File: src/pkg/acx_defs.vh
// register map, field positions, reset values and codes of the audio crossover
`ifndef ACX_DEFS_VH
`define ACX_DEFS_VH

// register byte offsets
`define ACX_REG_CTRL 8'h00
`define ACX_REG_BAND 8'h04
`define ACX_REG_STAT 8'h08
`define ACX_REG_FILT0 8'h10
`define ACX_REG_FILT5 8'h24

// field positions
`define ACX_CTRL_WAYS_LSB 0
`define ACX_CTRL_LINK_LSB 4
`define ACX_BAND_POL_LSB 0
`define ACX_BAND_MUTE_LSB 8
`define ACX_STAT_BUSY_BIT 0
`define ACX_STAT_REJ_BIT 1
`define ACX_FILT_FREQ_LSB 0
`define ACX_FILT_FAM_LSB 16
`define ACX_FILT_SLOPE_LSB 18

// reset values
`define ACX_WAYS_RST 2'h1
`define ACX_FREQ_RST 16'h03e8
`define ACX_FAM_RST 2'h0
`define ACX_SLOPE_RST 3'h3

// filter family codes
`define ACX_FAM_BW 2'h0
`define ACX_FAM_BES 2'h1
`define ACX_FAM_LR 2'h2

// slope codes: 6, 12, 18, 24, 36, 48 dB per octave
`define ACX_SLOPE_6 3'h0
`define ACX_SLOPE_12 3'h1
`define ACX_SLOPE_18 3'h2
`define ACX_SLOPE_24 3'h3
`define ACX_SLOPE_36 3'h4
`define ACX_SLOPE_48 3'h5

// one-pole coefficient per hertz, Q8 of 2*pi*65536/48000
`define ACX_ALPHA_K 12'h894
`define ACX_ALPHA_ONE 17'h10000

`endif

File: src/logic/acx_pole_stage.v
// one first-order section: low-pass state update, high-pass or low-pass output
`timescale 1ns/1ps
`default_nettype none

module acx_pole_stage #(
    parameter IW = 28
) (
    input wire signed [IW-1:0] x,
    input wire signed [IW-1:0] y,
    input wire [16:0] alpha,
    input wire highPass,
    output wire signed [IW-1:0] yNew,
    output wire signed [IW-1:0] out
);

    wire signed [IW:0] diff;
    wire signed [IW+18:0] prod;
    wire signed [IW+2:0] step;

    // y += alpha * (x - y), alpha in Q16
    assign diff = x - y;
    assign prod = diff * $signed({1'b0, alpha});
    assign step = prod[IW+18:16];
    assign yNew = y + $signed(step[IW-1:0]);
    // high-pass is the residue of the low-pass
    assign out = highPass ? x - yNew : yNew;

endmodule // acx_pole_stage

`default_nettype wire

File: src/logic/acx_crossover.v
// multi-way audio crossover with apb control and per-band filter chains
//
// Notes on behaviour
// - two-way setting splits input into low and high outputs
// - three-way setting gives low, mid and high outputs
// - four-way setting gives low, lower-mid, upper-mid and high outputs
// - every filter holds its own family and slope
// - butterworth 6 to 48, bessel 12 to 48 dB per octave
// - linkwitz-riley 12, 24, 36, 48; no 18 dB per octave
// - corner frequency set in one hertz steps
// - with link on, a frequency write also sets the adjacent filter
// - link only when both filters butterworth or both linkwitz-riley
// - with link off, adjacent frequencies stay independent
// - reversed polarity inverts the band's sign
// - each band has its own mute that silences it
// - each mid band has separate upper and lower edge filters
`timescale 1ns/1ps
`default_nettype none
`include "acx_defs.vh"

module acx_crossover #(
    parameter DW = 24,
    parameter IW = 28
) (
    input wire clk_sys,
    input wire arst_n,
    input wire psel,
    input wire penable,
    input wire pwrite,
    input wire [7:0] paddr,
    input wire [31:0] pwdata,
    output reg [31:0] prdata,
    output reg pready,
    output reg pslverr,
    input wire sampleValid,
    input wire signed [DW-1:0] sampleIn,
    output reg sampleReady,
    output reg outValid,
    output reg signed [DW-1:0] lowBandOutput,
    output reg signed [DW-1:0] lowerMiddleBandOutput,
    output reg signed [DW-1:0] upperMiddleBandOutput,
    output reg signed [DW-1:0] highBandOutput
);

    localparam ST_INIT = 2'b00;
    localparam ST_IDLE = 2'b01;
    localparam ST_RUN = 2'b10;
    localparam ST_DONE = 2'b11;
    localparam [5:0] MEM_LAST = 6'h2f;

    // legal family and slope pairs
    function typeOk;
        input [1:0] fam;
        input [2:0] slope;
        begin
            case (fam)
                `ACX_FAM_BW: typeOk = (slope <= `ACX_SLOPE_48);
                `ACX_FAM_BES: typeOk = (slope >= `ACX_SLOPE_12)
                    && (slope <= `ACX_SLOPE_48);
                `ACX_FAM_LR: typeOk = (slope == `ACX_SLOPE_12) || (slope >= `ACX_SLOPE_24)
                    && (slope <= `ACX_SLOPE_48);
                default: typeOk = 1'b0;
            endcase
        end
    endfunction

    // families that may be linked
    function compat;
        input [1:0] fa;
        input [1:0] fb;
        begin
            compat = (fa == fb) && ((fa == `ACX_FAM_BW) || (fa == `ACX_FAM_LR));
        end
    endfunction

    // first-order sections per slope
    function [3:0] stageCount;
        input [2:0] slope;
        begin
            case (slope)
                `ACX_SLOPE_6: stageCount = 4'h1;
                `ACX_SLOPE_12: stageCount = 4'h2;
                `ACX_SLOPE_18: stageCount = 4'h3;
                `ACX_SLOPE_24: stageCount = 4'h4;
                `ACX_SLOPE_36: stageCount = 4'h6;
                `ACX_SLOPE_48: stageCount = 4'h8;
                default: stageCount = 4'h1;
            endcase
        end
    endfunction

    // corner frequency in hertz to Q16 coefficient, clamped at one
    function [16:0] alphaOf;
        input [15:0] f;
        reg [27:0] p;
        begin
            p = f * `ACX_ALPHA_K;
            alphaOf = (p[27:8] > {3'h0, `ACX_ALPHA_ONE}) ? `ACX_ALPHA_ONE : p[24:8];
        end
    endfunction

    // saturate internal width to sample width
    function signed [DW-1:0] sat;
        input signed [IW-1:0] v;
        reg signed [IW-1:0] hi;
        reg signed [IW-1:0] lo;
        begin
            hi = {{(IW-DW+1){1'b0}}, {(DW-1){1'b1}}};
            lo = {{(IW-DW+1){1'b1}}, {(DW-1){1'b0}}};
            sat = (v > hi) ? hi[DW-1:0] : (v < lo) ? lo[DW-1:0] : v[DW-1:0];
        end
    endfunction

    // control registers
    reg [1:0] ways_r;
    reg [2:0] link_r;
    reg [3:0] pol_r;
    reg [3:0] mute_r;
    reg rej_r;
    reg [15:0] freq_r [0:5];
    reg [1:0] fam_r [0:5];
    reg [2:0] slope_r [0:5];

    // sequencer state
    reg [1:0] st_r;
    reg [5:0] initCnt_r;
    reg [1:0] band_r;
    reg ph_r;
    reg [3:0] stg_r;
    reg signed [IW-1:0] x_r;
    reg signed [IW-1:0] acc_r;
    reg [3:0] polSnap_r;
    reg [3:0] muteSnap_r;
    reg signed [DW-1:0] res_r [0:3];
    reg signed [IW-1:0] stateMem [0:47];

    // apb decode
    wire acc = psel & penable & pready;
    wire wr = acc & pwrite;
    wire isCtrl = (paddr == `ACX_REG_CTRL);
    wire isBand = (paddr == `ACX_REG_BAND);
    wire isStat = (paddr == `ACX_REG_STAT);
    wire filtHit = (paddr >= `ACX_REG_FILT0) && (paddr <= `ACX_REG_FILT5) && (paddr[1:0] == 2'h0);
    wire [7:0] fOff = paddr - `ACX_REG_FILT0;
    wire [2:0] fIdx = fOff[4:2];
    wire [2:0] pIdx = fIdx ^ 3'h1;
    wire mapped = isCtrl | isBand | isStat | filtHit;

    // write checks
    wire [15:0] wFreq = pwdata[`ACX_FILT_FREQ_LSB+15:`ACX_FILT_FREQ_LSB];
    wire [1:0] wFam = pwdata[`ACX_FILT_FAM_LSB+1:`ACX_FILT_FAM_LSB];
    wire [2:0] wSlope = pwdata[`ACX_FILT_SLOPE_LSB+2:`ACX_FILT_SLOPE_LSB];
    wire filtOk = typeOk(wFam, wSlope) && (wFreq != 16'h0000);
    wire pairOk = compat(wFam, fam_r[pIdx]);
    wire [1:0] wWays = pwdata[`ACX_CTRL_WAYS_LSB+1:`ACX_CTRL_WAYS_LSB];
    wire [2:0] linkReq = pwdata[`ACX_CTRL_LINK_LSB+2:`ACX_CTRL_LINK_LSB];
    wire [2:0] linkOkMask = {compat(fam_r[4], fam_r[5]), compat(fam_r[2], fam_r[3]),
        compat(fam_r[0], fam_r[1])};
    wire ctrlBad = (wWays == 2'h0) || (|(linkReq & ~linkOkMask));
    wire rejSet = wr & ((isCtrl & ctrlBad) | (filtHit & ~filtOk));
    wire rejClr = wr & isStat & pwdata[`ACX_STAT_REJ_BIT];

    // read mux
    reg [31:0] rdata;
    always @* begin
        rdata = 32'h0;
        if (isCtrl) begin
            rdata = {25'h0, link_r, 2'h0, ways_r};
        end else if (isBand) begin
            rdata = {20'h0, mute_r, 4'h0, pol_r};
        end else if (isStat) begin
            rdata = {30'h0, rej_r, st_r != ST_IDLE};
        end else if (filtHit) begin
            rdata = {11'h0, slope_r[fIdx], fam_r[fIdx], freq_r[fIdx]};
        end
    end

    // apb answer: pready one cycle into the access phase
    always @(posedge clk_sys or negedge arst_n) begin
        if (!arst_n) begin
            pready <= 1'b0;
            prdata <= 32'h0;
            pslverr <= 1'b0;
        end else begin
            pready <= psel & penable & ~pready;
            if (psel & penable & ~pready) begin
                prdata <= pwrite ? 32'h0 : rdata;
                pslverr <= ~mapped;
            end else begin
                pslverr <= 1'b0;
            end
        end
    end

    // register writes
    integer i, j;
    always @(posedge clk_sys or negedge arst_n) begin
        if (!arst_n) begin
            ways_r <= `ACX_WAYS_RST;
            link_r <= 3'h0;
            pol_r <= 4'h0;
            mute_r <= 4'h0;
            rej_r <= 1'b0;
            for (i = 0; i < 6; i = i + 1) begin
                freq_r[i] <= `ACX_FREQ_RST;
                fam_r[i] <= `ACX_FAM_RST;
                slope_r[i] <= `ACX_SLOPE_RST;
            end
        end else begin
            rej_r <= rejSet | (rej_r & ~rejClr); // set wins over clear
            if (wr & isCtrl & ~ctrlBad) begin
                ways_r <= wWays;
                link_r <= linkReq & linkOkMask;
            end
            if (wr & isBand) begin
                pol_r <= pwdata[`ACX_BAND_POL_LSB+3:`ACX_BAND_POL_LSB];
                mute_r <= pwdata[`ACX_BAND_MUTE_LSB+3:`ACX_BAND_MUTE_LSB];
            end
            if (wr & filtHit & filtOk) begin
                freq_r[fIdx] <= wFreq;
                fam_r[fIdx] <= wFam;
                slope_r[fIdx] <= wSlope;
                if (link_r[fIdx[2:1]] & pairOk) begin
                    freq_r[pIdx] <= wFreq;
                end else begin
                    link_r[fIdx[2:1]] <= 1'b0;
                end
            end
        end
    end

    // current filter: high-pass lower edge, then low-pass upper edge
    wire [1:0] bandDn = band_r - 2'h1;
    wire [2:0] fid = ph_r ? {band_r, 1'b0} : {bandDn, 1'b1};
    wire fExists = ph_r ? (band_r < ways_r) : (band_r != 2'h0);
    wire [3:0] nst = stageCount(slope_r[fid]);
    wire doStage = (st_r == ST_RUN) && fExists && (stg_r < nst);
    wire [5:0] memAddr = {fid, stg_r[2:0]};
    wire signed [IW-1:0] yNew;
    wire signed [IW-1:0] yOut;
    wire signed [IW-1:0] accNeg = -acc_r;

    acx_pole_stage #(
        .IW(IW)
    ) u_stage (
        .x(acc_r),
        .y(stateMem[memAddr]),
        .alpha(alphaOf(freq_r[fid])),
        .highPass(~ph_r),
        .yNew(yNew),
        .out(yOut)
    );

    // filter state memory, cleared after reset
    always @(posedge clk_sys) begin
        if (st_r == ST_INIT) begin
            stateMem[initCnt_r] <= {IW{1'b0}};
        end else if (doStage) begin
            stateMem[memAddr] <= yNew;
        end
    end

    // sample sequencer
    always @(posedge clk_sys or negedge arst_n) begin
        if (!arst_n) begin
            st_r <= ST_INIT;
            initCnt_r <= 6'h0;
            band_r <= 2'h0;
            ph_r <= 1'b0;
            stg_r <= 4'h0;
            x_r <= {IW{1'b0}};
            acc_r <= {IW{1'b0}};
            polSnap_r <= 4'h0;
            muteSnap_r <= 4'h0;
            for (j = 0; j < 4; j = j + 1) begin
                res_r[j] <= {DW{1'b0}};
            end
            sampleReady <= 1'b0;
            outValid <= 1'b0;
            lowBandOutput <= {DW{1'b0}};
            lowerMiddleBandOutput <= {DW{1'b0}};
            upperMiddleBandOutput <= {DW{1'b0}};
            highBandOutput <= {DW{1'b0}};
        end else begin
            outValid <= 1'b0;
            case (st_r)
                ST_INIT: begin
                    initCnt_r <= initCnt_r + 6'h1;
                    if (initCnt_r == MEM_LAST) begin
                        st_r <= ST_IDLE;
                        sampleReady <= 1'b1;
                    end
                end
                ST_IDLE: begin
                    if (sampleValid) begin
                        x_r <= {{(IW-DW){sampleIn[DW-1]}}, sampleIn};
                        acc_r <= {{(IW-DW){sampleIn[DW-1]}}, sampleIn};
                        band_r <= 2'h0;
                        ph_r <= 1'b0;
                        stg_r <= 4'h0;
                        polSnap_r <= pol_r;
                        muteSnap_r <= mute_r;
                        sampleReady <= 1'b0;
                        st_r <= ST_RUN;
                    end
                end
                ST_RUN: begin
                    if (doStage) begin
                        acc_r <= yOut;
                        stg_r <= stg_r + 4'h1;
                    end else begin
                        stg_r <= 4'h0;
                        if (!ph_r) begin
                            ph_r <= 1'b1;
                        end else begin
                            if (muteSnap_r[band_r]) begin
                                res_r[band_r] <= {DW{1'b0}};
                            end else begin
                                res_r[band_r] <= sat(polSnap_r[band_r] ? accNeg : acc_r);
                            end
                            ph_r <= 1'b0;
                            acc_r <= x_r;
                            if (band_r == ways_r) begin
                                st_r <= ST_DONE;
                            end else begin
                                band_r <= band_r + 2'h1;
                            end
                        end
                    end
                end
                ST_DONE: begin
                    // all bands update together
                    outValid <= 1'b1;
                    lowBandOutput <= res_r[0];
                    highBandOutput <= res_r[ways_r];
                    lowerMiddleBandOutput <= (ways_r >= 2'h2) ? res_r[1] : {DW{1'b0}};
                    upperMiddleBandOutput <= (ways_r == 2'h3) ? res_r[2] : {DW{1'b0}};
                    sampleReady <= 1'b1;
                    st_r <= ST_IDLE;
                end
                default: begin
                    st_r <= ST_IDLE;
                    sampleReady <= 1'b1;
                end
            endcase
        end
    end

endmodule // acx_crossover

`default_nettype wire

File: config.mk
export PLATFORM = sky130hd
export DESIGN_NAME = acx_crossover
export DESIGN_NICKNAME = d
export VERILOG_FILES = /design/src/logic/acx_pole_stage.v /design/src/logic/acx_crossover.v
export VERILOG_INCLUDE_DIRS = /design/src /design/src/pkg
export SDC_FILE = /design/constraint.sdc
export NUM_CORES = 2
export LEC_CHECK = 0
export ABC_AREA = 1
export BUFFER_PORTS_ARGS = -buffer_cell sky130_fd_sc_hd__buf_2
export CAP_MARGIN = 0
export CORE_ASPECT_RATIO = 1.1
export CORE_UTILIZATION = 45
export DETAILED_ROUTE_END_ITERATION = 8
export GPL_TIMING_DRIVEN = 0
export PLACE_DENSITY = 0.67
export SYNTH_ARGS = -nofsm -noshare
export SYNTH_HDL_FRONTEND = slang
export SYNTH_SLANG_ARGS = --single-unit
File: constraint.sdc
create_clock -name clk_sys -period 39.4 [get_ports clk_sys]
set_clock_uncertainty 0.15 [all_clocks]
set_input_delay 5.91 -clock clk_sys [delete_from_list [all_inputs] [get_ports clk_sys]]
set_output_delay 5.91 -clock clk_sys [all_outputs]
set_load 0.005 [all_outputs]
# After elaboration in Yosys (flattened, before gate mapping)
# Memories as Yosys holds them, arrays and structs flattened.
# Index checks and enable logic that the tools add are counted.
[totals]
register_bits = 443
ram_bits = 1344
output_inout_bits = 132
wordCells = 292
mem_count = 1
[classes]
add_sub_neg = 9
n_mul = 2
order_cmp = 22
n_eq_ne = 31
muxes = 99
n_bitwise = 40
reduce_logical = 43
[mem_list]
columns = ["memory", "depth", "width", "rd", "rd_ports_with_merged_regs", "wr", "line", "rtl"]
rows = [
  ["stateMem", 48, 28, 1, 0, 1, "acx_crossover.v:135", "reg signed [IW-1:0] stateMem [0:47];"],
]
[ops]
columns = ["op", "count"]
rows = [
  ["bitwise mux 96 bit", 3],
  ["two-way mux 96 bit", 2],
  ["two-way mux 24 bit", 7],
  ["two-way mux 28 bit", 6],
  ["AND 96 bit", 1],
  ["binary-select mux 16 bit (select 3 bit)", 2],
  ["demux 16 bit (select 3 bit)", 2],
  ["two-way mux 16 bit", 6],
  ["inverter 96 bit", 1],
  ["two-way mux 21 bit", 4],
  ["one-hot mux 28 bit (2 select lines)", 1],
  ["binary-select mux 24 bit (select 2 bit)", 1],
  ["demux 24 bit (select 2 bit)", 1],
  ["multiplier 29 x 18 -> 44 bit", 1],
  ["two-way mux 32 bit", 1],
  ["subtractor 28 x 28 -> 29 bit", 1],
  ["adder 28 bit", 1],
  ["> comparator 28 x 24 -> 1 bit (second input constant)", 1],
  ["less-than comparator 28 x 24 -> 1 bit (second input constant)", 1],
  ["two-way mux 2 bit", 14],
  ["negator 28 bit", 1],
  ["OR reduction 28 bit", 1],
  ["subtractor 28 bit", 1],
  ["two-way mux 3 bit", 9],
  ["69 further kinds", 177],
]

# Depth between registers and ports, before layout
[logic_depth]
ltp_word = 15
ltp_mapped = 90
mapped_depth_nobuf = 86

# Modules after synthesis
# From an unflattened synthesis, not the netlist that was laid out.
[hier_totals]
cells_unflattened = 9714
hier_area_um2 = 97713.7
[modules_own_cells]
columns = ["module", "n_inst", "cells_each", "area_per_inst_um2", "seq_area_each_um2"]
rows = [
  ["acx_crossover", 1, 6659, 75785.2, 51230.4],
  ["acx_pole_stage", 1, 3055, 21928.5, 0.0],
]

# Worst setup path after synthesis
# No wires, ideal clock.
[synth_path]
kind = "flip-flop to flip-flop"
startpoint = "reg band_r[0]"
endpoint = "mem stateMem[0][27], data pin"
setup_ns = 0.462
t_arrival_ns = 14.201
setup_slack_ns = 24.587
path_stages_with_launch = 76
path_buffers = 5
cell_sequence = "dfrtp_1 inv_2 buf_6 ha_1 nand2_2 nand2_8 buf_6 clkbuf_1 clkbuf_1 a221oi_1 a21oi_1 ha_1 inv_1 fa_1 inv_1 ha_1 inv_1 fa_1 (+40 left out) ha_1 nand2_1 inv_1 a21oi_1 o21ai_0 nand2_1 nand3_1 nand2_1 nand2_1 a21oi_1 xor2_1 xor2_1 inv_1 nand4_1 nand2_1 nand2_1 nand3_1 a21oi_1"
[synth_between]
elab_chain_cells = 15
word_cells_on_any_way = 33
cone_classes = "add/sub: 3; mul: 2; order compare: 3; eq/ne: 5; mux: 14; bitwise: 1; reduce/logical: 4; memory: 1"
[synth_lines]
columns = ["item", "line", "rtl"]
rows = [
  ["start, declared", "acx_crossover.v:127", "reg [1:0] band_r;"],
  ["start signal, assigned", "acx_crossover.v:326", "band_r <= band_r + 2'h1;"],
  ["branches (longest 14 deep; another with multiplier 29 x 18 -> 44 bit)", "-", ""],
  ["two-way mux 28 bit (no source line) (*)", "-", ""],
  ["end, declared", "acx_crossover.v:135", ""],
]
# Every way passes the cells marked *. The select of a mux whose other input is x is not followed.

# Worst setup path after layout
[layout_path]
startpoint = "reg stg_r[1]"
endpoint = "reg acc_r[27]"
[layout_between]
elab_chain_cells = 8
word_cells_on_any_way = 12
cone_classes = "add/sub: 3; mul: 1; order compare: 1; eq/ne: 1; mux: 3; reduce/logical: 2; memory: 1"
[layout_lines]
columns = ["item", "line", "rtl"]
rows = [
  ["start, declared", "acx_crossover.v:129", "reg [3:0] stg_r;"],
  ["start signal, assigned", "acx_crossover.v:310", "stg_r <= stg_r + 4'h1;"],
  ["memory read (48 x 28 bit)", "-", ""],
  ["subtractor 28 x 28 -> 29 bit", "acx_pole_stage.v:21", "assign diff = x - y;"],
  ["multiplier 29 x 18 -> 44 bit", "acx_pole_stage.v:22", "assign prod = diff * $signed({1'b0, alpha});"],
  ["adder 28 bit", "acx_pole_stage.v:24", "assign yNew = y + $signed(step[IW-1:0]);"],
  ["subtractor 28 bit", "acx_pole_stage.v:26", "assign out = highPass ? x - yNew : yNew;"],
  ["two-way mux 28 bit", "acx_pole_stage.v:26", ""],
  ["two-way mux 28 bit", "acx_crossover.v:308", "if (doStage) begin"],
  ["one-hot mux 28 bit (2 select lines)", "acx_crossover.v:286", "case (st_r)"],
  ["end signal, assigned", "acx_crossover.v:297", "acc_r <= {{(IW-DW){sampleIn[DW-1]}}, sampleIn};"],
  ["end signal, assigned", "acx_crossover.v:309", "acc_r <= yOut;"],
  ["end signal, assigned", "acx_crossover.v:322", "acc_r <= x_r;"],
  ["end, declared", "acx_crossover.v:131", "reg signed [IW-1:0] acc_r;"],
]
# Parallel ways exist; a longest one is shown, timed or not.
# A chain may end at the register's enable or synchronous reset.

==> impl_metrics.env <==
export IMPL_critical_path_required_ps=39990
export IMPL_proportion_of_netlist_area_held_by_the_largest_area_contributor_pct=42.00
export IMPL_setup_viol_count_final=0
export IMPL_finish_cell_count_without_fillers=12590
export IMPL_post_synth_instance_area_mm2=0.09610
export IMPL_nature_of_the_critical_path_startpoint="flop"
export IMPL_drtPass1Iterations=9
export IMPL_multi_input_area_mm2=0.03921
export IMPL_cts_buffer_depth=3
export IMPL_fraction_of_layout_instances_using_a_drive_strength_above_1_pct=8.511
export IMPL_grt_max_degree=105
export IMPL_pin_count=202
export IMPL_route_detailed_wl_per_inst_um=28.43
export IMPL_worst_slew_margin_rel_pct=-0.6516
export IMPL_ys_seq_area_share_pct=53.31
export IMPL_cts_buffers=178
export IMPL_die_y_um=486.7
export IMPL_synth_most_common_cell="sky130_fd_sc_hd__edfxtp_1"
export IMPL_run_status="finished, violations left"
export IMPL_die_area_mm2=0.2154
export IMPL_synth_ff_type="sky130_fd_sc_hd__edfxtp_1"
export IMPL_clk_root_buffer_cell="sky130_fd_sc_hd__clkbuf_16"
export IMPL_finalCriticalPeriod_ps=20710
export IMPL_tritoncts="done"
export IMPL_crit_path_top_delay_cell="sky130_fd_sc_hd__xor2_1"
export IMPL_ys_seq_elements=1776
export IMPL_place_detailed_instances=12240
export IMPL_yosysWarnings=0
export IMPL_dp_hpwl_mm=264.9
export IMPL_clock_sink_count=1776
export IMPL_netlist_top_cells_count="sky130_fd_sc_hd__edfxtp_1 (1,344), sky130_fd_sc_hd__nor2_1 (1,236), sky130_fd_sc_hd__inv_1 (1,110), sky130_fd_sc_hd__nand2_1 (1,091), sky130_fd_sc_hd__o21ai_0 (1,041)"
export IMPL_floorplan_initialDensity_pct=45.34
export IMPL_failed_checks="design-rule violations, max-capacitance violations, max-slew violations"
export IMPL_nets=10460
export IMPL_timing_max_transition_violations_final=9
export IMPL_antenna_found_initial=16
export IMPL_post_synth_inst_count=9201
export IMPL_die_w_um=442.6
export IMPL_rows=177
export IMPL_postSynth_asyncResetShare_pct=24.32
export IMPL_routed_via_density=6.091
export IMPL_track_usage_pct=32.82
export IMPL_unrepaired_setup_endpoints_after_global_routing="no"
export IMPL_wl_mm=358.1
export IMPL_worstHoldPathType="flop to flop"
export IMPL_final_period_utilization_pct=52.56
export IMPL_delay_contributed_by_the_slowest_stage_of_the_critical_path_ps=970
export IMPL_cp_end_kind="flop"
export IMPL_synth_top_cells_by_area="sky130_fd_sc_hd__edfxtp_1 (42%), sky130_fd_sc_hd__dfrtp_1 (10%), sky130_fd_sc_hd__fa_1 (9.9%), sky130_fd_sc_hd__o21ai_0 (5.4%), sky130_fd_sc_hd__nor2_1 (4.8%)"
export IMPL_ant_nets=0
export IMPL_cts_repair_timing_setup_buffer_count=0
export IMPL_resize_count_post_cts=0
export IMPL_place_gp_congestion=1.011
export IMPL_final_fill_count=18660
export IMPL_cap_violations=2
export IMPL_grt_remaining_overflow=0
export IMPL_critPathKind="flop to flop"
export IMPL_cts_htree_levels=4
export IMPL_cts_hold_repair_buffers=0
export IMPL_first_pass_grt_wire_length_mm=513.8
export IMPL_synthToLayoutAreaGrowth_pct=13.31
export IMPL_timing_fmax_mhz=48.29
export IMPL_yosys_area_top_type="sky130_fd_sc_hd__edfxtp_1"
export IMPL_grt_pass1_vias=75360
export IMPL_crit_top_cell="sky130_fd_sc_hd__nand2_1"
export IMPL_core_region_area_mm2=0.2119
export IMPL_drcViolationCount=1
export IMPL_yosysUniqueCellTypes=77
export IMPL_insertion_delay_ps=920
export IMPL_port_buffer_count=177
export IMPL_syn_mean_instance_area_um2=10.44
export IMPL_clk_transition_reported_paths_ps=70
export IMPL_synth_enable_flop_cells=1344
export IMPL_regArea_mm2=0.05123
export IMPL_totalNegativeSetupSlack_ps=0
export IMPL_drtIter0Drc=10550
export IMPL_critical_path_arrival_ps=21300
export IMPL_report_final_hold_viol_count=0
export IMPL_timing_worst_slew_pin_value_ps=1499
export IMPL_timing_critical_path_fanout_max=11
export IMPL_routed_via_count=76700
export IMPL_finish_utilization_pct=51.38
==> logic make-up (layout without fill, tap and decap cells) <==
kind of cell / Yosys count / count (layout) / synth area share, %
buffers and inverters: 1633 / 2221 / 6.545
flip-flops: 1776 / 1776 / 53.31
AND/OR/NAND/NOR: 2645 / 2645 / 11.03
XOR/XNOR: 142 / 142 / 1.310
AO/OA/AOI/OAI: 2223 / 2223 / 13.98
adder cells (fa/ha/maj): 742 / 742 / 13.36
multiplexers: 39 / 39 / 0.4570
other: 1 / 32 / 0.003902
==> state kept, by name (all words and copies together) (netlist names), 24 cells and up <==
signal / cells
acc_r: 28
freq_r: 96
highBandOutput: 24
lowBandOutput: 24
lowerMiddleBandOutput: 24
res_r: 96
stateMem: 1344
upperMiddleBandOutput: 24
x_r: 24
==> cells in the final DEF (no fill, tap or decap), types with 18 or more instances in the layout <==
cell and count:
sky130_fd_sc_hd__o21a_1 40, sky130_fd_sc_hd__xnor2_1 38, sky130_fd_sc_hd__nor2_1 1161, sky130_fd_sc_hd__nor3_1 32
sky130_fd_sc_hd__o22ai_1 179, sky130_fd_sc_hd__clkbuf_16 179, sky130_fd_sc_hd__xor2_1 100, sky130_fd_sc_hd__buf_1 21
sky130_fd_sc_hd__o211ai_1 172, sky130_fd_sc_hd__o221ai_1 228, sky130_fd_sc_hd__fa_1 474, sky130_fd_sc_hd__dfstp_2 49
sky130_fd_sc_hd__a31oi_1 69, sky130_fd_sc_hd__mux2_2 39, sky130_fd_sc_hd__o21ai_1 30, sky130_fd_sc_hd__clkinv_2 35
sky130_fd_sc_hd__inv_1 1110, sky130_fd_sc_hd__nor2_4 80, sky130_fd_sc_hd__clkbuf_1 452, sky130_fd_sc_hd__a221oi_1 34
sky130_fd_sc_hd__buf_16 24, sky130_fd_sc_hd__clkinv_1 44, sky130_fd_sc_hd__a21oi_1 290, sky130_fd_sc_hd__dfrtp_1 383
sky130_fd_sc_hd__nand2_1 1091, sky130_fd_sc_hd__nand4_1 30, sky130_fd_sc_hd__nand3_1 174, sky130_fd_sc_hd__buf_12 56
sky130_fd_sc_hd__diode_2 21, sky130_fd_sc_hd__nand2_2 18, sky130_fd_sc_hd__buf_2 205, sky130_fd_sc_hd__edfxtp_1 1344
sky130_fd_sc_hd__a22oi_1 18, sky130_fd_sc_hd__a22o_1 18, sky130_fd_sc_hd__o21ai_0 1041, sky130_fd_sc_hd__ha_1 268
==> cell type report <==
type	count	share of cell area (%)
flip-flops and latches	1776	47.05
repair buffers	257	2.459
inverters	1137	3.919
multi-input cells	5802	36.01
well taps	2774	3.187
clock inverters	111	1.132
plain buffers	496	1.857
clock buffers	220	4.347
diodes	21	0.04826
==> per-layer routing <==
metal	GRT usage, %	vias to the layer above	routed length, µm
met1	41.60	38110	131900
met4	22.29	6	28270
met5	0	-	47
li1	-	32550	-
met2	51.19	4914	161600
met3	6.266	1127	36270
==> per-stage QoR <==
stage | hold slack (ps) | setup slack (ps) | instance area (µm²)
global route | 347.1 | 18090 | 108900
floorplan | 292.2 | 24590 | 96140
global placement | 305.0 | 18110 | 100500
CTS | 326.5 | 19300 | 108800
detailed placement | 313.0 | 19460 | 102900
finish | 324.8 | 18690 | 108900
==> final timing paths <==
check / startpoint / end / slack (ps) / cells past startpoint
max: stg_r[1]$_DFFE_PN0P_ / acc_r[27]$_DFFE_PN0P_ / 18690 / 71
min: x_r[3]$_DFFE_PN0P_ / x_r[3]$_DFFE_PN0P_ / 320 / 2
max reg2reg: stg_r[1]$_DFFE_PN0P_ / acc_r[27]$_DFFE_PN0P_ / 18690 / 71
min reg2reg: x_r[3]$_DFFE_PN0P_ / x_r[3]$_DFFE_PN0P_ / 320 / 2
max in group asynchronous: arst_n / prdata[14]$_DFFE_PN0P_ / 32370 / 4
min in group asynchronous: arst_n / lowerMiddleBandOutput[12]$_DFFE_PN0P_ / 4830 / 1
==> worst max-delay path: cells and delay by family (launching register included) <==
family | cells | cell delay, ps
simple gates | 31 | 4520
xor+xnor | 3 | 1760
flops | 1 | 500
compound gates | 13 | 3800
buf+inv | 14 | 5450
fa+ha+maj | 10 | 4310
Power is left out: the tool's default activity adds up to more than one toggle a clock period on the data nets, which glitch-free logic cannot reach.
